===== config.mk =====
export PLATFORM = sky130hd
export DESIGN_NAME = fourteen_bit_instr_decode
export DESIGN_NICKNAME = d
export VERILOG_FILES = /design/src/hdl/decode_pkg.sv /design/src/hdl/decode_if.sv /design/src/hdl/instr_field_extract.sv /design/src/hdl/cycle_phase_gen.sv /design/src/hdl/fourteen_bit_instr_decode.sv
export SDC_FILE = /design/constraint.sdc
export NUM_CORES = 1
export LEC_CHECK = 0
export BUFFER_PORTS_ARGS = -buffer_cell sky130_fd_sc_hd__buf_2
export CORE_MARGIN = 10
export CORE_UTILIZATION = 53
export CTS_BUF_LIST = sky130_fd_sc_hd__clkbuf_4
export DETAILED_ROUTE_END_ITERATION = 8
export GPL_TIMING_DRIVEN = 0
export PLACE_DENSITY_LB_ADDON = 0.2
export SETUP_SLACK_MARGIN = 0.4
export SYNTH_ARGS = -nofsm -noshare
export SYNTH_HDL_FRONTEND = slang
export SYNTH_HIERARCHICAL = 1
export SYNTH_SLANG_ARGS = --single-unit

===== constraint.sdc =====
create_clock -name clk -period 2.07 [get_ports clk]
set_input_delay 0 -clock clk [delete_from_list [all_inputs] [get_ports clk]]
set_output_delay 0 -clock clk [all_outputs]
set_load 0.05 [all_outputs]

===== src/hdl/decode_pkg.sv =====
// Shared constants and types for the 14-bit instruction decode front end.
// Assumes a single core clock where one clock period is one oscillator period.
package decode_pkg;

    // ==========================================================================
    // Word and field geometry
    // ==========================================================================
    localparam int INSTR_W = 14;
    localparam int DATA_W = 8;
    localparam int FILE_AW = 7;
    localparam int LIT8_W = 8;
    localparam int LIT11_W = 11;
    localparam int OPC_W = 6;
    localparam int BITNUM_W = 3;

    localparam int CLS_HI = 13;
    localparam int CLS_LO = 12;
    localparam int BYTE_OPC_HI = 13;
    localparam int BYTE_OPC_LO = 8;
    localparam int DEST_POS = 7;
    localparam int FILE_HI = 6;
    localparam int FILE_LO = 0;
    localparam int BIT_OPC_HI = 13;
    localparam int BIT_OPC_LO = 10;
    localparam int BITNUM_HI = 9;
    localparam int BITNUM_LO = 7;
    localparam int LIT8_HI = 7;
    localparam int JUMP_OPC_HI = 13;
    localparam int JUMP_OPC_LO = 11;
    localparam int LIT11_HI = 10;

    // ==========================================================================
    // Encodings and addresses
    // ==========================================================================
    localparam logic [1:0] CLS_BYTE = 2'h0;
    localparam logic [1:0] CLS_BIT = 2'h1;
    localparam logic [1:0] CLS_JUMP = 2'h2;
    localparam logic [1:0] CLS_LIT = 2'h3;
    localparam logic DEST_W = 1'h0;
    localparam logic DEST_F = 1'h1;
    localparam logic [OPC_W-1:0] BYTE_CTRL_OPC = 6'h00;
    localparam logic [FILE_AW-1:0] FILE_ADDR_MAX = 7'h7f;
    localparam logic [FILE_AW-1:0] PORT_A_ADDR = 7'h12;

    // ==========================================================================
    // Timing
    // ==========================================================================
    localparam int OSC_PERIOD_NS = 25;
    localparam int OSC_PER_CYCLE = 4;
    localparam int INSTR_CYCLE_NS = OSC_PER_CYCLE * OSC_PERIOD_NS;
    localparam int INSTR_CYCLE_CLKS = INSTR_CYCLE_NS / OSC_PERIOD_NS;

    // ==========================================================================
    // Types
    // ==========================================================================
    typedef enum logic [1:0] {
        FMT_BYTE = 2'h0,
        FMT_BIT = 2'h1,
        FMT_LIT = 2'h2,
        FMT_JUMP = 2'h3
    } fmt_t;

    // Gray sequence Q1 -> Q2 -> Q3 -> Q4 so only one bit flips per step.
    typedef enum logic [1:0] {
        PH_Q1 = 2'h0,
        PH_Q2 = 2'h1,
        PH_Q3 = 2'h3,
        PH_Q4 = 2'h2
    } phase_t;

    // Reset values.
    localparam logic [OPC_W-1:0] OPC_RST = 6'h00;
    localparam logic [DATA_W-1:0] DATA_RST = 8'h00;
    localparam logic [LIT11_W-1:0] LIT11_RST = 11'h000;
    localparam logic [FILE_AW-1:0] FILE_RST = 7'h00;
    localparam logic [BITNUM_W-1:0] BITNUM_RST = 3'h0;

endpackage


===== src/hdl/decode_if.sv =====
// Carries one raw instruction word and its decoded fields between modules.
// Assumes the field extractor is purely combinational.
`timescale 1ns/1ps
interface decode_if;
    logic [decode_pkg::INSTR_W-1:0] word;
    decode_pkg::fmt_t fmt;
    logic [decode_pkg::OPC_W-1:0] opcode;
    logic dest_sel;
    logic [decode_pkg::BITNUM_W-1:0] bit_num;
    logic [decode_pkg::FILE_AW-1:0] file_addr;
    logic [decode_pkg::LIT8_W-1:0] lit8;
    logic [decode_pkg::LIT11_W-1:0] lit11;
    logic uses_file;

    modport extract (
        input word,
        output fmt,
        output opcode,
        output dest_sel,
        output bit_num,
        output file_addr,
        output lit8,
        output lit11,
        output uses_file
    );

    modport consume (
        output word,
        input fmt,
        input opcode,
        input dest_sel,
        input bit_num,
        input file_addr,
        input lit8,
        input lit11,
        input uses_file
    );
endinterface


===== src/hdl/instr_field_extract.sv =====
// Combinational classifier and operand extractor for one 14-bit word.
// Assumes the word arrives through the decode interface from the same clock.
`timescale 1ns/1ps
module instr_field_extract (
    decode_if.extract dif
);

    // ==========================================================================
    // Classify first, then pull the fields of that format
    // ==========================================================================
    // Unused fields of a format are forced to zero so nothing downstream
    // ever sees stale operand bits from a different format.
    always_comb begin
        logic [1:0] cls;
        cls = dif.word[decode_pkg::CLS_HI:decode_pkg::CLS_LO];
        dif.fmt = decode_pkg::FMT_BYTE;
        dif.opcode = decode_pkg::OPC_RST;
        dif.dest_sel = decode_pkg::DEST_W;
        dif.bit_num = decode_pkg::BITNUM_RST;
        dif.file_addr = decode_pkg::FILE_RST;
        dif.lit8 = decode_pkg::DATA_RST;
        dif.lit11 = decode_pkg::LIT11_RST;
        dif.uses_file = 1'b0;
        case (cls)
            decode_pkg::CLS_BYTE: begin
                dif.fmt = decode_pkg::FMT_BYTE;
                dif.opcode = dif.word[decode_pkg::BYTE_OPC_HI:decode_pkg::BYTE_OPC_LO];
                dif.dest_sel = dif.word[decode_pkg::DEST_POS];
                dif.file_addr = dif.word[decode_pkg::FILE_HI:decode_pkg::FILE_LO];
                // The all-zero opcode group holds control words that name no file.
                dif.uses_file = !(dif.opcode == decode_pkg::BYTE_CTRL_OPC
                    && dif.dest_sel == decode_pkg::DEST_W);
            end
            decode_pkg::CLS_BIT: begin
                dif.fmt = decode_pkg::FMT_BIT;
                dif.opcode = {2'h0, dif.word[decode_pkg::BIT_OPC_HI:decode_pkg::BIT_OPC_LO]};
                dif.bit_num = dif.word[decode_pkg::BITNUM_HI:decode_pkg::BITNUM_LO];
                dif.file_addr = dif.word[decode_pkg::FILE_HI:decode_pkg::FILE_LO];
                dif.uses_file = 1'b1;
            end
            decode_pkg::CLS_JUMP: begin
                dif.fmt = decode_pkg::FMT_JUMP;
                dif.opcode = {3'h0, dif.word[decode_pkg::JUMP_OPC_HI:decode_pkg::JUMP_OPC_LO]};
                dif.lit11 = dif.word[decode_pkg::LIT11_HI:0];
            end
            decode_pkg::CLS_LIT: begin
                // Don't-care positions inside the opcode pass through untouched;
                // the opcode table outside treats either value the same.
                dif.fmt = decode_pkg::FMT_LIT;
                dif.opcode = dif.word[decode_pkg::BYTE_OPC_HI:decode_pkg::BYTE_OPC_LO];
                dif.lit8 = dif.word[decode_pkg::LIT8_HI:0];
            end
            default: begin
                dif.fmt = decode_pkg::FMT_BYTE;
            end
        endcase
    end

endmodule


===== src/hdl/cycle_phase_gen.sv =====
// Four-phase sequencer that splits each instruction cycle into Q1..Q4.
// Assumes one clock period equals one oscillator period and a synchronised reset.
`timescale 1ns/1ps
module cycle_phase_gen (
    input wire logic clk,
    input wire logic rst_b,
    output decode_pkg::phase_t phase
);

    decode_pkg::phase_t phase_q;
    decode_pkg::phase_t phase_d;

    // ==========================================================================
    // Phase sequence
    // ==========================================================================
    // One instruction cycle is exactly four oscillator periods.
    always_comb begin
        case (phase_q)
            decode_pkg::PH_Q1: phase_d = decode_pkg::PH_Q2;
            decode_pkg::PH_Q2: phase_d = decode_pkg::PH_Q3;
            decode_pkg::PH_Q3: phase_d = decode_pkg::PH_Q4;
            decode_pkg::PH_Q4: phase_d = decode_pkg::PH_Q1;
            default: phase_d = decode_pkg::PH_Q1;
        endcase
    end

    always_ff @(posedge clk or negedge rst_b) begin
        if (!rst_b) begin
            phase_q <= decode_pkg::PH_Q1;
        end else begin
            phase_q <= phase_d;
        end
    end

    assign phase = phase_q;

    chk_phase_repeat: assert property (@(posedge clk) disable iff (!rst_b)
        phase_q == decode_pkg::PH_Q1 |-> ##4 phase_q == decode_pkg::PH_Q1)
        else $error("Phase Q1 did not recur after four clocks.");

endmodule


===== src/hdl/fourteen_bit_instr_decode.sv =====
// Top of the instruction decode and timing front end.
// Assumes instr_word, alu_result, op_writes, cond_true and pc_changed come
// from core logic on clk; the opcode table and datapath sit outside.
`timescale 1ns/1ps

module fourteen_bit_instr_decode (
    input wire logic clk,
    input wire logic rst_b,
    input wire logic [decode_pkg::INSTR_W-1:0] instr_word,
    input wire logic [decode_pkg::DATA_W-1:0] alu_result,
    input wire logic op_writes,
    input wire logic cond_true,
    input wire logic pc_changed,
    output decode_pkg::phase_t phase,
    output decode_pkg::fmt_t instr_fmt,
    output logic [decode_pkg::OPC_W-1:0] opcode,
    output logic dest_sel,
    output logic [decode_pkg::BITNUM_W-1:0] bit_num,
    output logic [decode_pkg::FILE_AW-1:0] file_addr,
    output logic [decode_pkg::LIT8_W-1:0] lit8,
    output logic [decode_pkg::LIT11_W-1:0] lit11,
    output logic nop_cycle,
    output logic file_rd_en,
    output logic port_a_read,
    output logic file_wr_en,
    output logic w_wr_en,
    output logic [decode_pkg::DATA_W-1:0] wr_data,
    output logic cycle_done
);

    // ==========================================================================
    // Reset release
    // ==========================================================================
    // Assert is immediate; release waits two clocks so no flop leaves reset
    // on a marginal edge.
    logic rst_meta_q;
    logic rst_sync_q;

    always_ff @(posedge clk or negedge rst_b) begin
        if (!rst_b) begin
            rst_meta_q <= 1'b0;
            rst_sync_q <= 1'b0;
        end else begin
            rst_meta_q <= 1'b1;
            rst_sync_q <= rst_meta_q;
        end
    end

    // ==========================================================================
    // Submodules
    // ==========================================================================
    decode_if dif ();
    decode_pkg::phase_t phase_w;

    assign dif.word = instr_word;

    instr_field_extract u_extract (
        .dif(dif)
    );

    cycle_phase_gen u_phase (
        .clk(clk),
        .rst_b(rst_sync_q),
        .phase(phase_w)
    );

    assign phase = phase_w;

    // ==========================================================================
    // Decoded field latch
    // ==========================================================================
    // Fields are captured at the end of Q4 so they stand for the whole next
    // instruction cycle; the word only has to be valid during Q4.
    decode_pkg::fmt_t fmt_q;
    decode_pkg::fmt_t fmt_d;
    logic [decode_pkg::OPC_W-1:0] opc_q;
    logic [decode_pkg::OPC_W-1:0] opc_d;
    logic dest_q;
    logic dest_d;
    logic [decode_pkg::BITNUM_W-1:0] bitn_q;
    logic [decode_pkg::BITNUM_W-1:0] bitn_d;
    logic [decode_pkg::FILE_AW-1:0] faddr_q;
    logic [decode_pkg::FILE_AW-1:0] faddr_d;
    logic [decode_pkg::LIT8_W-1:0] lit8_q;
    logic [decode_pkg::LIT8_W-1:0] lit8_d;
    logic [decode_pkg::LIT11_W-1:0] lit11_q;
    logic [decode_pkg::LIT11_W-1:0] lit11_d;
    logic uses_file_q;
    logic uses_file_d;
    logic last_phase;

    assign last_phase = (phase_w == decode_pkg::PH_Q4);

    always_comb begin
        fmt_d = fmt_q;
        opc_d = opc_q;
        dest_d = dest_q;
        bitn_d = bitn_q;
        faddr_d = faddr_q;
        lit8_d = lit8_q;
        lit11_d = lit11_q;
        uses_file_d = uses_file_q;
        if (last_phase) begin
            fmt_d = dif.fmt;
            opc_d = dif.opcode;
            dest_d = dif.dest_sel;
            bitn_d = dif.bit_num;
            faddr_d = dif.file_addr;
            lit8_d = dif.lit8;
            lit11_d = dif.lit11;
            uses_file_d = dif.uses_file;
        end
    end

    always_ff @(posedge clk or negedge rst_sync_q) begin
        if (!rst_sync_q) begin
            fmt_q <= decode_pkg::FMT_BYTE;
            opc_q <= decode_pkg::OPC_RST;
            dest_q <= decode_pkg::DEST_W;
            bitn_q <= decode_pkg::BITNUM_RST;
            faddr_q <= decode_pkg::FILE_RST;
            lit8_q <= decode_pkg::DATA_RST;
            lit11_q <= decode_pkg::LIT11_RST;
            uses_file_q <= 1'b0;
        end else begin
            fmt_q <= fmt_d;
            opc_q <= opc_d;
            dest_q <= dest_d;
            bitn_q <= bitn_d;
            faddr_q <= faddr_d;
            lit8_q <= lit8_d;
            lit11_q <= lit11_d;
            uses_file_q <= uses_file_d;
        end
    end

    // ==========================================================================
    // Execution strobes
    // ==========================================================================
    // Strobes are decoded one phase early and registered, so the read stands
    // in Q2 and the store and cycle_done in Q4. A flushed cycle keeps the read and
    // store strobes low, which is what makes it a no-operation; cycle_done still pulses.
    logic nop_q;
    logic nop_d;
    logic rd_q;
    logic rd_d;
    logic port_rd_q;
    logic port_rd_d;
    logic fwr_q;
    logic fwr_d;
    logic wwr_q;
    logic wwr_d;
    logic [decode_pkg::DATA_W-1:0] wdata_q;
    logic [decode_pkg::DATA_W-1:0] wdata_d;
    logic done_q;
    logic done_d;
    logic live;
    logic to_file;
    logic to_w;

    assign live = !nop_q;
    // Bit operations always land in the file; byte operations follow d.
    assign to_file = uses_file_q
        && (fmt_q == decode_pkg::FMT_BIT || dest_q == decode_pkg::DEST_F);
    assign to_w = (fmt_q == decode_pkg::FMT_LIT)
        || (fmt_q == decode_pkg::FMT_BYTE && dest_q == decode_pkg::DEST_W);

    always_comb begin
        nop_d = nop_q;
        rd_d = 1'b0;
        port_rd_d = 1'b0;
        fwr_d = 1'b0;
        wwr_d = 1'b0;
        wdata_d = wdata_q;
        done_d = 1'b0;
        case (phase_w)
            decode_pkg::PH_Q1: begin
                // The read is issued for every file access, even pure writes.
                rd_d = live && uses_file_q;
                port_rd_d = live && uses_file_q
                    && faddr_q == decode_pkg::PORT_A_ADDR;
            end
            decode_pkg::PH_Q2: begin
                nop_d = nop_q;
            end
            decode_pkg::PH_Q3: begin
                fwr_d = live && op_writes && to_file;
                wwr_d = live && op_writes && to_w;
                wdata_d = alu_result;
                done_d = 1'b1;
            end
            decode_pkg::PH_Q4: begin
                // A flushed cycle never flushes the one after it.
                nop_d = live && (cond_true || pc_changed);
            end
            default: begin
                nop_d = nop_q;
            end
        endcase
    end

    always_ff @(posedge clk or negedge rst_sync_q) begin
        if (!rst_sync_q) begin
            nop_q <= 1'b0;
            rd_q <= 1'b0;
            port_rd_q <= 1'b0;
            fwr_q <= 1'b0;
            wwr_q <= 1'b0;
            wdata_q <= decode_pkg::DATA_RST;
            done_q <= 1'b0;
        end else begin
            nop_q <= nop_d;
            rd_q <= rd_d;
            port_rd_q <= port_rd_d;
            fwr_q <= fwr_d;
            wwr_q <= wwr_d;
            wdata_q <= wdata_d;
            done_q <= done_d;
        end
    end

    // ==========================================================================
    // Outputs
    // ==========================================================================
    assign instr_fmt = fmt_q;
    assign opcode = opc_q;
    assign dest_sel = dest_q;
    assign bit_num = bitn_q;
    assign file_addr = faddr_q;
    assign lit8 = lit8_q;
    assign lit11 = lit11_q;
    assign nop_cycle = nop_q;
    assign file_rd_en = rd_q;
    assign port_a_read = port_rd_q;
    assign file_wr_en = fwr_q;
    assign w_wr_en = wwr_q;
    assign wr_data = wdata_q;
    assign cycle_done = done_q;

    // ==========================================================================
    // Checks
    // ==========================================================================
    chk_byte_fields: assert property (@(posedge clk) disable iff (!rst_sync_q)
        last_phase && instr_word[13:12] == 2'h0 |=> fmt_q == decode_pkg::FMT_BYTE
        && opc_q == $past(instr_word[13:8]) && dest_q == $past(instr_word[7])
        && faddr_q == $past(instr_word[6:0]))
        else $error("Byte format fields mis-extracted.");

    chk_bit_fields: assert property (@(posedge clk) disable iff (!rst_sync_q)
        last_phase && instr_word[13:12] == 2'h1 |=> fmt_q == decode_pkg::FMT_BIT
        && opc_q == {2'h0, $past(instr_word[13:10])} && bitn_q == $past(instr_word[9:7])
        && faddr_q == $past(instr_word[6:0]))
        else $error("Bit format fields mis-extracted.");

    chk_lit_fields: assert property (@(posedge clk) disable iff (!rst_sync_q)
        last_phase && instr_word[13:12] == 2'h3 |=> fmt_q == decode_pkg::FMT_LIT
        && opc_q == $past(instr_word[13:8]) && lit8_q == $past(instr_word[7:0]))
        else $error("Literal format fields mis-extracted.");

    chk_jump_fields: assert property (@(posedge clk) disable iff (!rst_sync_q)
        last_phase && instr_word[13:12] == 2'h2 |=> fmt_q == decode_pkg::FMT_JUMP
        && opc_q == {3'h0, $past(instr_word[13:11])} && lit11_q == $past(instr_word[10:0]))
        else $error("Jump format fields mis-extracted.");

    chk_fields_hold: assert property (@(posedge clk) disable iff (!rst_sync_q)
        !last_phase |=> $stable(fmt_q) && $stable(opc_q) && $stable(faddr_q))
        else $error("Decoded fields changed inside a cycle.");

    chk_dest_route: assert property (@(posedge clk) disable iff (!rst_sync_q)
        w_wr_en |-> !file_wr_en && (fmt_q == decode_pkg::FMT_LIT || dest_q == 1'b0))
        else $error("Working register written against destination select.");

    chk_cycle_len: assert property (@(posedge clk) disable iff (!rst_sync_q)
        cycle_done |=> !cycle_done [*3] ##1 cycle_done)
        else $error("Instruction cycle is not four clocks.");

    chk_nop_quiet: assert property (@(posedge clk) disable iff (!rst_sync_q)
        cycle_done && !nop_q && (cond_true || pc_changed) |=> nop_q throughout
        (!file_rd_en && !file_wr_en && !w_wr_en) [*4])
        else $error("Second cycle did not execute as a no-operation.");

    chk_read_first: assert property (@(posedge clk) disable iff (!rst_sync_q)
        file_wr_en |-> $past(file_rd_en, 2))
        else $error("File store without its preceding read.");

    chk_port_read: assert property (@(posedge clk) disable iff (!rst_sync_q)
        port_a_read |-> file_rd_en && faddr_q == decode_pkg::PORT_A_ADDR
        && phase_w == decode_pkg::PH_Q2)
        else $error("Port read strobe out of step with file read.");

    chk_addr_range: assert property (@(posedge clk) disable iff (!rst_sync_q)
        file_rd_en |-> faddr_q <= decode_pkg::FILE_ADDR_MAX && phase_w == decode_pkg::PH_Q2
        && (fmt_q == decode_pkg::FMT_BYTE || fmt_q == decode_pkg::FMT_BIT))
        else $error("File read outside Q2 or address range.");

endmodule


# [After elaboration in Yosys (flattened, before gate mapping)]
# Cells that the tools add are included.
[totals] ff_bits=57 rom_bits=0 latchBits=0 in_bits=27 mem_bits_rw=0 wordCells=63 memories=0
[classes] div_mod_pow=0 n_addsub=0 shifts=0 eq_ne=9 multipliers=0 n_bitwise=2 n_reduce_logical=20 muxes=14 order_cmp=0
[op_table] op="case mux 6 bit (3 select lines)" n=1
[op_table] op="case mux 2 bit (4 select lines)" n=2
[op_table] op="2-to-1 mux 11 bit" n=1
[op_table] op="== test 2 bit (second input constant)" n=5
[op_table] op="logical AND 1 bit" n=9
[op_table] op="2-to-1 mux 8 bit" n=1
[op_table] op="== test 7 x 5 -> 1 bit (second input constant)" n=1
[op_table] op="2-to-1 mux 7 bit" n=1
[op_table] op="== test 2 x 1 -> 1 bit (second input constant)" n=3
[op_table] op="logical NOT 2 bit" n=3
[op_table] op="logical NOT 6 bit" n=1
[op_table] op="2-to-1 mux 1 bit" n=6
[op_table] op="OR reduction 2 bit" n=2
[op_table] op="logical OR 1 bit" n=3
[op_table] op="2-to-1 mux 3 bit" n=1
[op_table] op="logical NOT 1 bit" n=2
[op_table] op="inverter 1 bit" n=2
[op_table] op="case mux 1 bit (2 select lines)" n=1

# [Longest topological paths before layout]
# Gate-level depths: netlist of the first run.
[depth] depth_word=5 mapped_depth=6 depth_no_buf=5

# [By module]
# Netlist of the first run, hierarchy kept.
[modules_own_cells] module="fourteen_bit_instr_decode" seq_area_each_um2=1376.3 cells_each=125 area_per_inst_um2=2123.3 instances=1
[modules_own_cells] module="instr_field_extract" seq_area_each_um2=0.0 cells_each=60 area_per_inst_um2=400.4 instances=1
[modules_own_cells] module="cycle_phase_gen" seq_area_each_um2=50.0 cells_each=4 area_per_inst_um2=57.6 instances=1

# [Worst setup path before layout of the first run]
# OpenSTA, ideal clock, no wires.
[synth_path] kind="register -> register" start="register u_phase.phase_q[0] (netlist: u_phase/phase[0])" end="register fmt_q[0] (netlist: instr_fmt[0])" setup_ns=0.125 stages_incl_launch_ff=4 path_slack_ns=0.547 period_less_slack_ns=1.523 arrival_ns=1.399 required_time_ns=1.945 cell_sequence="dfrtp_1 > nand2b_4 > buf_6 > mux2_2"
[synth_between] elab_chain_cells=1
[synth_lines] element="start, declared" line_no="cycle_phase_gen.sv:10" rtl="decode_pkg::phase_t phase_q;"
[synth_lines] element="start signal, assigned" line_no="cycle_phase_gen.sv:29" rtl="phase_q <= decode_pkg::PH_Q1;"
[synth_lines] element="start signal, assigned" line_no="cycle_phase_gen.sv:31" rtl="phase_q <= phase_d;"
[synth_lines] element="== test 2 bit" line_no="fourteen_bit_instr_decode.sv:92" rtl="assign last_phase = (phase_w == decode_pkg::PH_Q4);"
[synth_lines] element="end signal, assigned" line_no="fourteen_bit_instr_decode.sv:117" rtl="fmt_q <= decode_pkg::FMT_BYTE;"
[synth_lines] element="end signal, assigned" line_no="fourteen_bit_instr_decode.sv:126" rtl="fmt_q <= fmt_d;"
[synth_lines] element="end, declared" line_no="fourteen_bit_instr_decode.sv:74" rtl="decode_pkg::fmt_t fmt_q;"
# No other way between the ends.
# A chain may end at the register's enable or synchronous reset.

# [Worst setup path after layout of the first run]
[layout_path] start="register nop_q (netlist: nop_cycle)" end="register nop_q (netlist: nop_cycle)"
[layout_between] elab_chain_cells=2
[layout_lines] element="start, declared" line_no="fourteen_bit_instr_decode.sv:143" rtl="logic nop_q;"
[layout_lines] element="start signal, assigned" line_no="fourteen_bit_instr_decode.sv:212" rtl="nop_q <= nop_d;"
[layout_lines] element="logical NOT 1 bit" line_no="fourteen_bit_instr_decode.sv:161" rtl="assign live = !nop_q;"
[layout_lines] element="logical AND 1 bit" line_no="fourteen_bit_instr_decode.sv:194" rtl="nop_d = live && (cond_true || pc_changed);"
# No other way between the ends.

==> flow_summary_export.csv, run 1 <==
group,metric,value,unit
grt,grt_usage,15.5,%
die,die_height,89.8,um
layout,final_cell_count_no_fill,376,
timing,max_slew.worst_pin.slew,1140,ps
setup_path,crit_fanout,5,
routing,detail_route.wirelength,5960,um
placement,placement.io_buffers,80,
synthesis,ys_seq_area_share,55.3,%
layout,finalInstanceArea,3440,um2
hold_path,worstHoldPathCells,4,
setup_path,critical_path.reg2reg.endpoint,"nop_cycle$_DFFE_PN0N_",
synthesis,synth-simple-area-share,12.9,%
timing,setup_viol_count_final,0,
synthesis,synth-async-reset-ratio,100,%
clock_tree,path_clk_slew,100,ps
setup_path,worst_r2r_path_depth,3,
synthesis,yosys.area.top_type,"sky130_fd_sc_hd__dfrtp_1",
synthesis,yosysUniqueCellTypes,29,
synthesis,synth_compound_area_share,3.78,%
die,design.die.area,8060,um2
grt,gr_ovfl_total,0,
setup_path,critical_path.reg2reg.startpoint,"nop_cycle$_DFFE_PN0N_",
setup_path,type_of_the_worst_setup_path,"reg -> reg",
synthesis,synth-edff-count,0,
timing,min_period_over_period,66.3,%
grt,antenna_violations_before_repair,0,
clock_tree,ctsResizeCount,0,
synthesis,synthesis.area,2580,um2
synthesis,post_synth_xor_area_fraction,0,%
layout,finalNetCount,337,
grt,maximum_number_of_pins_on_one_net_before_global_route_repair,56,
synthesis,synth_top_cell_area_share,55.3,%
synthesis,main_combinational_cell_family_by_area_after_synthesis,"multiplexers",
timing,final_max_slew_viol_count,0,
synthesis,count_of_mapped_cells_out_of_synthesis,189,
clock_tree,number_of_buffers_created_by_cts,9,
hold_path,worst_hold_startpoint,"instr_word[11]",
timing,final_hold_viol_count,0,
routing,drt_first_iter_violations,64,
clock_tree,buffer_cell_driving_the_clock_tree_root,"sky130_fd_sc_hd__clkbuf_4",
clock_tree,clkLatencyLatePin,390,ps
placement,placed_cells,336,
placement,detailed_place_hpwl,4300,um
setup_path,critPathArrivalTime,1690,ps
synthesis,synth_adder_area_share,2.91,%
grt,grt_first_pass_wirelength,10100,um
timing,fin_setup_tns,0,ps
synthesis,syn_nets,222,
timing,fmaxAchievable,0.729,GHz
hold_path,timing.hold.worst_endpoint,"opcode[0]$_DFFE_PN0N_",
timing,slew_headroom,24.0,%
placement,gp_routability_congestion,0.792,
layout,filler_instances,340,
synthesis,synthTopCellsByArea,"sky130_fd_sc_hd__dfrtp_1, sky130_fd_sc_hd__mux2_2, sky130_fd_sc_hd__and2_1, sky130_fd_sc_hd__ha_1, sky130_fd_sc_hd__buf_6",
timing,period_needed,1370,ps
die,fp.coreArea,4720,um2
die,die_width,89.8,um
layout,area_growth_syn_to_layout,33.3,%
synthesis,dominantRegCellSynth,"sky130_fd_sc_hd__dfrtp_1",
setup_path,cp_data_required_time,2380,ps
clock_tree,cts_tree,"yes",
clock_tree,clock_sinks,57,
grt,first_global_vias,2062,
pwr,max-vdd-ir-drop,0.538,mV
synthesis,post_synth_mux_area_share,20.9,%
synthesis,synth.avg_cell_area,13.7,um2
status,run_status,"completed",
die,initial_core_util,54.6,%
routing,routed_via_density,4.82,
timing,grt_setup_unrepaired,"no",
layout,num_antenna_cells,0,
setup_path,crit_path_start_kind,"flop",
layout,drive_gt1_share,49.8,%
timing,skew,6.21,ps
pwr,leakage,1.79,nW
die,io-pin-count,81,
synthesis,ys.warnings.count,6,
routing,ant_nets,0,
clock_tree,clockBufferDepth,2,
routing,vias,1811,
routing,drtPass1Iterations,4,
setup_path,cp-end-kind,"flop",
hold_path,hold_path_class,"in -> reg",
pwr,p_per_area,706,nW/um2
die,rows,25,
clock_tree,htree_num_levels,3,
job,drv_cap,0,
placement,placement.cell_area,3070,um2
setup_path,worst_case_register_to_register_setup_slack,700,ps
synthesis,synth-seq-cells,57,
routing,drcViolationCount,0,
routing,wire_per_inst,15.9,um
[final cells by class]
class	count	area (um2)	area share, %
repair buffers	104	641	18.6
clock buffers	10	75.1	2.18
clock inverters	6	58.8	1.71
multi-input cells	115	1050	30.5
flip-flops and latches	57	1430	41.5
inverters	9	33.8	0.982
plain buffers	8	71.3	2.07
well taps	67	83.8	2.44
[cell usage in the layout (no fill, tap or decap), types with 2 or more instances in the layout]
master                          Yosys  final
sky130_fd_sc_hd__buf_2              0     80
sky130_fd_sc_hd__dfrtp_1           57     56
sky130_fd_sc_hd__mux2_2            45     45
sky130_fd_sc_hd__dlygate4sd3_1      0     24
sky130_fd_sc_hd__and2_1            23     23
sky130_fd_sc_hd__clkbuf_4           0     10
sky130_fd_sc_hd__inv_1              9      9
sky130_fd_sc_hd__nor2b_1            9      9
sky130_fd_sc_hd__ha_1               6      6
sky130_fd_sc_hd__buf_6              5      5
sky130_fd_sc_hd__nand2b_1           5      5
sky130_fd_sc_hd__nand2_1            3      3
sky130_fd_sc_hd__nor2_1             3      3
sky130_fd_sc_hd__a2111oi_4          2      2
sky130_fd_sc_hd__mux2_1             2      2
sky130_fd_sc_hd__clkinvlp_4         0      2
sky130_fd_sc_hd__clkinv_2           0      2
sky130_fd_sc_hd__clkbuf_1           2      2
sky130_fd_sc_hd__nor3_1             2      2
sky130_fd_sc_hd__a31oi_1            2      2
[worst max-delay path by stage]
stage / startpoint / to / slack [ps] / cells after the start
2_1_floorplan: u_phase/phase[0]$_DFF_PN0_ / instr_fmt[0]$_DFFE_PN0N_ / 550 / 3
3_3_place_gp: instr_word[12] / lit11[8]$_DFFE_PN0N_ / 740 / 6
3_5_place_dp: instr_word[12] / lit11[9]$_DFFE_PN0N_ / 720 / 6
4_1_cts: nop_cycle$_DFFE_PN0N_ / nop_cycle$_DFFE_PN0N_ / 690 / 3
5_1_grt: rst_sync_q$_DFF_PN0_ / uses_file_q$_DFFE_PN0N_ / 610 / 0
6_report: nop_cycle$_DFFE_PN0N_ / nop_cycle$_DFFE_PN0N_ / 700 / 3
[state kept, by name (all words and copies together), names as in the netlist, 2 cells and up]
register	flops
bit_num	3
opcode	6
instr_fmt	2
wr_data	8
lit11	11
lit8	8
file_addr	7
u_phase/phase	2
[synth_stat cells, types with 2 or more instances]
| library cell | number |
|---|---|
| sky130_fd_sc_hd__mux2_1 | 2 |
| sky130_fd_sc_hd__nor2b_1 | 9 |
| sky130_fd_sc_hd__and2_1 | 23 |
| sky130_fd_sc_hd__nor3_1 | 2 |
| sky130_fd_sc_hd__nand2_1 | 3 |
| sky130_fd_sc_hd__nand2b_1 | 5 |
| sky130_fd_sc_hd__nor2_1 | 3 |
| sky130_fd_sc_hd__buf_6 | 5 |
| sky130_fd_sc_hd__a31oi_1 | 2 |
| sky130_fd_sc_hd__mux2_2 | 45 |
| sky130_fd_sc_hd__clkbuf_1 | 2 |
| sky130_fd_sc_hd__a2111oi_4 | 2 |
| sky130_fd_sc_hd__dfrtp_1 | 57 |
| sky130_fd_sc_hd__ha_1 | 6 |
| sky130_fd_sc_hd__inv_1 | 9 |
[cell families (layout without fill, tap and decap cells)]
logic type	after synthesis	count (layout)
and+or+nand+nor	52	52
AOI/OAI and AO/OA	8	8
other	1	1
DFF	57	57
muxes	48	48
adders and majority gates	6	6
buffers and inverters	17	137
[stage by stage]
step | setup WS (ps) | hold WS (ps) | total power [W] | util (%)
after floorplan | 547 | -296 | 0.00152 | -
after global placement | 745 | -215 | 0.00164 | 64.9
after detailed placement | 715 | -213 | 0.00164 | 64.9
after CTS | 686 | 70.4 | 0.00247 | 72.8
after global routing | 606 | 130 | 0.00255 | 72.8
final | 697 | 95.8 | 0.00243 | 72.8
[power breakdown]
| group | leakage, nW | internal (W) | total [W] | switching, W |
|---|---|---|---|---|
| Clock | 0.0698 | 0.000373 | 0.000777 | 0.000403 |
| Combinational | 0.984 | 0.000155 | 0.000436 | 0.000281 |
| Sequential | 0.737 | 0.00117 | 0.00122 | 0.0000519 |
| Total | 1.79 | 0.00169 | 0.00243 | 0.000737 |
[routing by layer]
| layer | global-route usage (%) | up-vias | wire [um] |
|---|---|---|---|
| met1 | 17.0 | 879 | 2480 |
| met4 | 8.63 | 0 | 117 |
| met3 | 5.74 | 9 | 447 |
| li1 | - | 870 | - |
| met5 | 0 | - | 0 |
| met2 | 25.4 | 53 | 2920 |
[critical path: stages (launching register included)]
cell	delay, ps
sky130_fd_sc_hd__dfrtp_1	440
sky130_fd_sc_hd__o21bai_1	190
sky130_fd_sc_hd__dlygate4sd3_1	550
sky130_fd_sc_hd__mux2i_1	120
[repair_timing]
| item | 4_1_cts | 5_1_grt |
|---|---|---|
| hold endpoints to repair | 40 | 0 |
| setup buffers | 0 | 0 |
| hold buffers | 24 | 0 |
No activity file was read; power rests on OpenSTA's default activity.
==> run 2, diff against run 1 <==
--- a/config.mk
+++ b/config.mk
@@ -5,9 +5,10 @@
 export SDC_FILE = /design/constraint.sdc
 export NUM_CORES = 1
 export LEC_CHECK = 0
+export ABC_AREA = 1
 export BUFFER_PORTS_ARGS = -buffer_cell sky130_fd_sc_hd__buf_2
 export CORE_MARGIN = 10
-export CORE_UTILIZATION = 53
+export CORE_UTILIZATION = 48
 export CTS_BUF_LIST = sky130_fd_sc_hd__clkbuf_4
 export DETAILED_ROUTE_END_ITERATION = 8
 export GPL_TIMING_DRIVEN = 0
==> constraint.sdc (replaced) <==
create_clock -name clk -period 1.2 [get_ports clk]
set_input_delay 0 -clock clk [delete_from_list [all_inputs] [get_ports clk]]
set_output_delay 0 -clock clk [all_outputs]
set_load 0.05 [all_outputs]
==> run 2 against run 1 <==
Sequential power increased by 72%. Clock-buffer cell count increased by 2. Core utilization increased by 11 points. Critical endpoint is now lit11[4]$_DFFE_PN0N_.
==> flow_summary_export.csv, run 2 <==
group,metric,value,unit
setup_path,crit_path_start_kind,"flop",
timing,period_needed,1180,ps
clock_tree,number_of_buffers_created_by_cts,9,
routing,routed_via_density,4.72,
clock_tree,clkLatencyLatePin,380,ps
grt,first_global_vias,2784,
grt,maximum_number_of_pins_on_one_net_before_global_route_repair,30,
grt,antenna_violations_before_repair,0,
routing,drt_first_iter_violations,98,
pwr,post-layout-total-power,0.00452,W
die,design.die.area,8750,um2
synthesis,synth.avg_cell_area,7.80,um2
setup_path,crit_fanout,8,
layout,most_frequent_standard_cell_in_the_layout_excluding_fill_and_tap_cells,"sky130_fd_sc_hd__nand2_1",
setup_path,type_of_the_worst_setup_path,"reg -> reg",
synthesis,synth-seq-cells,57,
synthesis,synth-async-reset-ratio,100,%
synthesis,yosysUniqueCellTypes,19,
placement,gp_routability_congestion,0.844,
pwr,max-vdd-ir-drop,0.713,mV
job,drv_cap,0,
timing,fin_setup_tns,0,ps
clock_tree,clockBufferDepth,2,
synthesis,synth_top_cells_by_count,"sky130_fd_sc_hd__nand2_1, sky130_fd_sc_hd__dfrtp_1, sky130_fd_sc_hd__inv_1, sky130_fd_sc_hd__nor2_1, sky130_fd_sc_hd__o21ai_0",
layout,finalNetCount,520,
layout,num_antenna_cells,0,
hold_path,hold_path_class,"in -> reg",
synthesis,count_of_mapped_cells_out_of_synthesis,333,
placement,placement.io_buffers,80,
layout,area_growth_syn_to_layout,66.2,%
routing,wire_per_inst,15.4,um
clock_tree,clock_sinks,57,
timing,fmaxAchievable,0.848,GHz
timing,setup_viol_count_final,0,
routing,vias,2654,
layout,number_of_flip_flops_under_the_largest_register_name,11,
grt,grt_first_pass_wirelength,13300,um
layout,drive_gt1_share,40.4,%
layout,filler_instances,326,
placement,detailed_place_hpwl,4950,um
status,run_status,"completed",
setup_path,cp-end-kind,"flop",
grt,gr_ovfl_total,0,
routing,drcViolationCount,0,
setup_path,critPathArrivalTime,1460,ps
timing,skew,16.5,ps
timing,final_hold_viol_count,0,
synthesis,ys_seq_area_share,54.9,%
clock_tree,path_clk_slew,100,ps
clock_tree,htree_num_levels,3,
die,die_width,93.5,um
die,die_height,93.5,um
synthesis,yosys.area.top_type,"sky130_fd_sc_hd__dfrtp_1",
pwr,leakage,2.48,nW
pwr,p_per_area,1050,nW/um2
synthesis,synth-edff-count,0,
routing,detail_route.wirelength,8640,um
synthesis,syn_nets,366,
synthesis,ys.warnings.count,6,
routing,ant_nets,0,
synthesis,synthesis.area,2600,um2
timing,final_max_slew_viol_count,0,
synthesis,yosys.cell_count.top_type,"sky130_fd_sc_hd__nand2_1",
synthesis,synth_top_cell_area_share,54.9,%
routing,drtPass1Iterations,6,
timing,min_period_over_period,98.3,%
die,io-pin-count,81,
clock_tree,buffer_cell_driving_the_clock_tree_root,"sky130_fd_sc_hd__clkbuf_4",
layout,mostFrequentLayoutCells,"sky130_fd_sc_hd__nand2_1, sky130_fd_sc_hd__buf_6, sky130_fd_sc_hd__dfrtp_1",
die,rows,26,
synthesis,synthTopCellsByArea,"sky130_fd_sc_hd__dfrtp_1, sky130_fd_sc_hd__nand2_1, sky130_fd_sc_hd__inv_1, sky130_fd_sc_hd__ha_1, sky130_fd_sc_hd__nor2_1",
clock_tree,cts_tree,"yes",
timing,timing.hold.ws,6.61,ps
timing,grt_setup_unrepaired,"yes",
grt,grt_usage,19.1,%
die,initial_core_util,50.2,%
die,fp.coreArea,5170,um2
setup_path,cp_data_required_time,1480,ps
synthesis,dominantRegCellSynth,"sky130_fd_sc_hd__dfrtp_1",
## run 2: changes by cell type after synthesis, sizes merged, moves of 10 or more
cell,previous run,this run
o21ai,1,11
mux2,47,0
nor2,4,20
nand2,3,173
and2,23,0
inv,9,48
## run 2: critical path: stages, from the launching register on
cell,delay (ps)
sky130_fd_sc_hd__dfrtp_2,460
sky130_fd_sc_hd__nor2_4,150
sky130_fd_sc_hd__buf_12,160
sky130_fd_sc_hd__inv_12,50
sky130_fd_sc_hd__clkbuf_16,150
sky130_fd_sc_hd__nand2_2,60
sky130_fd_sc_hd__nand2_1,50
## run 2: cell families (layout without fill, tap and decap cells)
| logic type | count (synthesis) | after routing | synth area share (%) |
|---|---|---|---|
| and+or+nand+nor | 197 | 197 | 29.4 |
| buffers and inverters | 60 | 219 | 10.2 |
| DFF | 57 | 57 | 54.9 |
| AOI/OAI and AO/OA | 12 | 12 | 2.41 |
| adders and majority gates | 6 | 6 | 2.89 |
| other | 1 | 1 | 0.144 |
## run 2: final timing paths
kind | from | endpoint | slack (ps) | cells past startpoint
min | instr_word[10] | opcode[2]$_DFFE_PN0N_ | 7 | 5
max in group asynchronous | rst_sync_q$_DFF_PN0_ | wr_data[5]$_DFFE_PN0P_ | 560 | 1
min in group asynchronous | rst_sync_q$_DFF_PN0_ | file_addr[5]$_DFFE_PN0N_ | 200 | 0
max | u_phase/phase[0]$_DFF_PN0_ | lit11[4]$_DFFE_PN0N_ | 20 | 6
min reg2reg | rst_sync_q$_DFF_PN0_ | file_addr[5]$_DFFE_PN0N_ | 200 | 0
max reg2reg | u_phase/phase[0]$_DFF_PN0_ | lit11[4]$_DFFE_PN0N_ | 20 | 6
## run 2: area by class of cell
| cell class | instances | area (um2) | share of cell area [%] |
|---|---|---|---|
| Sequential cell | 57 | 1440 | 33.4 |
| Timing Repair Buffer | 142 | 1330 | 30.7 |
| Multi-Input combinational cell | 216 | 1010 | 23.4 |
| Inverter | 49 | 204 | 4.73 |
| Buffer | 11 | 103 | 2.38 |
| Clock buffer | 12 | 90.1 | 2.09 |
| Tap cell | 70 | 87.6 | 2.03 |
| Clock inverter | 4 | 45.0 | 1.04 |
| Timing Repair inverter | 1 | 7.51 | 0.174 |
## run 2: through the flow
stage          instances  utilization, %  setup WS, ps  instance area [um2]
2_1_floorplan        333               -         -21.2                 2620
5_1_grt              562            83.4         -18.1                 4310
3_5_place_dp         483            60.0         -7.86                 3100
3_3_place_gp         483            60.0          21.4                 3100
6_report             562            83.4          20.5                 4310
4_1_cts              547            78.5          99.3                 4060
## run 2: power by group
group	switching, W	internal (W)	total [W]
Combinational	0.000613	0.000422	0.00103
Sequential	0.0000878	0.00202	0.00210
Clock	0.000681	0.000697	0.00138
## run 2: routing by layer
layer	global-route usage [%]	up-vias	part of all wire, %
met2	35.1	89	53
met1	20.8	1271	40
met5	0	-	0
met4	5.57	0	1.4
li1	-	1279	-
met3	5.20	15	5.7
## run 2: what timing repair did
item,in CTS,in global routing
hold buffers,25,0
setup endpoints to repair,161,135
resized for setup,124,44
buffers inserted,20,14
cloned,3,1
pin swaps,3,14
endpoints found under the hold margin,45,0
==> run 3, diff against run 2 <==
--- a/config.mk
+++ b/config.mk
@@ -8,7 +8,7 @@
 export ABC_AREA = 1
 export BUFFER_PORTS_ARGS = -buffer_cell sky130_fd_sc_hd__buf_2
 export CORE_MARGIN = 10
-export CORE_UTILIZATION = 48
+export CORE_UTILIZATION = 46
 export CTS_BUF_LIST = sky130_fd_sc_hd__clkbuf_4
 export DETAILED_ROUTE_END_ITERATION = 8
 export GPL_TIMING_DRIVEN = 0
==> run 3 against run 2 <==
Global-route usage down 1.6 points. Critical path type unchanged. Via count fell by 4.8%. Setup slack improved by 19 ps. Cell area is 3.1% lower.
==> flow_summary_export.csv, run 3 (synthesis results as in run 2) <==
group,metric,value,unit
setup_path,crit_path_start_kind,"flop",
routing,drt_first_iter_violations,68,
clock_tree,clockBufferDepth,2,
die,design.die.area,9050,um2
setup_path,cp_common_cell,"sky130_fd_sc_hd__nand2_1",
timing,final_max_slew_viol_count,0,
timing,skew,7.28,ps
setup_path,critical_path.reg2reg.endpoint,"instr_fmt[1]$_DFFE_PN0N_",
setup_path,crit_path_from,"u_phase/phase[0]$_DFF_PN0_",
setup_path,cpMaxStageDelayCell,"sky130_fd_sc_hd__dfrtp_2",
setup_path,critPathMaxStageDelay,460,ps
layout,final_core_utilization,75.9,%
layout,finalInstanceArea,4180,um2
clock_tree,clock_sinks,57,
setup_path,cp-end-kind,"flop",
grt,maximum_number_of_pins_on_one_net_before_global_route_repair,30,
pwr,internal_power,0.00312,W
timing,fmaxAchievable,0.862,GHz
setup_path,worst_case_register_to_register_setup_slack,40,ps
setup_path,critical_path.cell_chain,"nor2_4 -> inv_4 -> buf_6 -> nand2_1 -> nand2_1",
layout,num_antenna_cells,0,
layout,most_frequent_standard_cell_in_the_layout_excluding_fill_and_tap_cells,"sky130_fd_sc_hd__nand2_1",
placement,preCtsSetupSlack,-4.40,ps
clock_tree,clkLatencyLatePin,400,ps
layout,drive_gt1_share,36.6,%
routing,drcViolationCount,0,
placement,placement.cell_area,3110,um2
routing,wire_per_inst,14.0,um
die,initial_core_util,47.1,%
pwr,p_comb_share,22.4,%
grt,gr_ovfl_total,0,
placement,placement.io_buffers,80,
grt,antenna_violations_before_repair,0,
hold_path,hold_path_class,"in -> reg",
pwr,seq_power_share,46.9,%
setup_path,cp_data_required_time,1480,ps
job,drv_cap,0,
grt,first_global_vias,2659,
layout,final_cell_count_no_fill,556,
pwr,max-vdd-ir-drop,0.626,mV
routing,routed_via_density,4.54,
setup_path,critPathArrivalTime,1440,ps
timing,setup_viol_count_final,0,
clock_tree,number_of_buffers_created_by_cts,9,
timing,grt_setup_unrepaired,"yes",
pwr,leakage,2.42,nW
layout,area_growth_syn_to_layout,61.1,%
setup_path,crit_fanout,10,
placement,placed_cells,485,
grt,grt_usage,17.4,%
die,die_width,95.1,um
layout,number_of_flip_flops_under_the_largest_register_name,11,
timing,setup_slack,39.3,ps
pwr,switchingPower,0.00135,W
die,fp.coreArea,5510,um2
clock_tree,cts_tree,"yes",
timing,final_hold_viol_count,0,
layout,finalNetCount,512,
clock_tree,buffer_cell_driving_the_clock_tree_root,"sky130_fd_sc_hd__clkbuf_4",
timing,timing.hold.ws,85.4,ps
timing,period_needed,1160,ps
layout,mostFrequentLayoutCells,"sky130_fd_sc_hd__nand2_1, sky130_fd_sc_hd__buf_6, sky130_fd_sc_hd__dfrtp_1",
routing,ant_nets,0,
setup_path,critical_path.reg2reg.startpoint,"u_phase/phase[0]$_DFF_PN0_",
setup_path,cp_endpoint,"instr_fmt[1]$_DFFE_PN0N_",
die,rows,27,
die,io-pin-count,81,
placement,gp_routability_congestion,0.845,
routing,detail_route.wirelength,7780,um
placement,detailed_place_hpwl,4940,um
pwr,clock_power_share,30.7,%
setup_path,type_of_the_worst_setup_path,"reg -> reg",
status,run_status,"completed",
timing,min_period_over_period,96.7,%
pwr,p_per_area,1070,nW/um2
clock_tree,path_clk_slew,100,ps
die,die_height,95.1,um
clock_tree,htree_num_levels,3,
routing,drtPass1Iterations,5,
routing,vias,2526,
grt,grt_first_pass_wirelength,12400,um
setup_path,worst_r2r_path_depth,5,
pwr,p_sw_share,30.3,%
==> run 3: how the worst min path moves through the flow <==
stage                        start                    end  slack [ps]  cells past startpoint
floorplan                    rst_b   rst_meta_q$_DFF_PN0_        -300                      0
global placement             rst_b   rst_meta_q$_DFF_PN0_        -210                      1
detailed placement           rst_b   rst_sync_q$_DFF_PN0_        -210                      1
CTS                 instr_word[13]  opcode[3]$_DFFE_PN0N_          70                      5
global route        instr_word[12]  opcode[1]$_DFFE_PN0N_         140                      7
finish              instr_word[12]  opcode[1]$_DFFE_PN0N_          90                      7
==> run 3: layer usage <==
| layer | vias up | global-route usage, % | wire length, um | share of wire, % |
|---|---|---|---|---|
| met1 | 1176 | 19.8 | 3320 | 43 |
| met5 | - | 0 | 0 | 0 |
| met4 | 0 | 6.73 | 87 | 1.1 |
| li1 | 1269 | - | - | - |
| met2 | 74 | 30.1 | 3800 | 49 |
| met3 | 7 | 5.18 | 566 | 7.3 |
==> run 3: per-stage QoR <==
stage	power [W]	TNS [ps]
6_report	0.00447	0
5_1_grt	0.00468	0
4_1_cts	0.00444	0
3_5_place_dp	0.00284	-10.9
3_3_place_gp	0.00283	0
2_1_floorplan	0.00262	-584
==> run 3: power groups by stage <==
stage | sequential, W | combinational, W | clock [W]
finish | 0.00210 | 0.00100 | 0.00137
global route | 0.00211 | 0.00108 | 0.00149
CTS | 0.00210 | 0.000939 | 0.00140
detailed placement | 0.00214 | 0.000698 | 0
global placement | 0.00213 | 0.000693 | 0
floorplan | 0.00243 | 0.000184 | 0
==> run 3: repair_timing <==
action                                  4_1_cts  5_1_grt
buffers inserted                             18       10
cloned                                        2        0
hold buffers                                 25        0
pin swaps                                     1        5
gates resized for setup                     114       35
endpoints found under the hold margin        47        0
endpoints found under the setup margin      161      135
==> run 3: cell type report <==
| cell class | instances | area (um2) |
|---|---|---|
| Buffer | 11 | 95.1 |
| Clock buffer | 12 | 90.1 |
| Clock inverter | 4 | 43.8 |
| Fill cell | 408 | 1330 |
| Inverter | 49 | 199 |
| Multi-Input combinational cell | 217 | 963 |
| Sequential cell | 57 | 1440 |
| Tap cell | 72 | 90.1 |
| Timing Repair Buffer | 134 | 1260 |
==> run 3: worst max-delay path, delay by kind of cell (launching register included) <==
kind          cells  cell delay (ps)
flops             1              460
simple gates      3              340
buf+inv           2              240
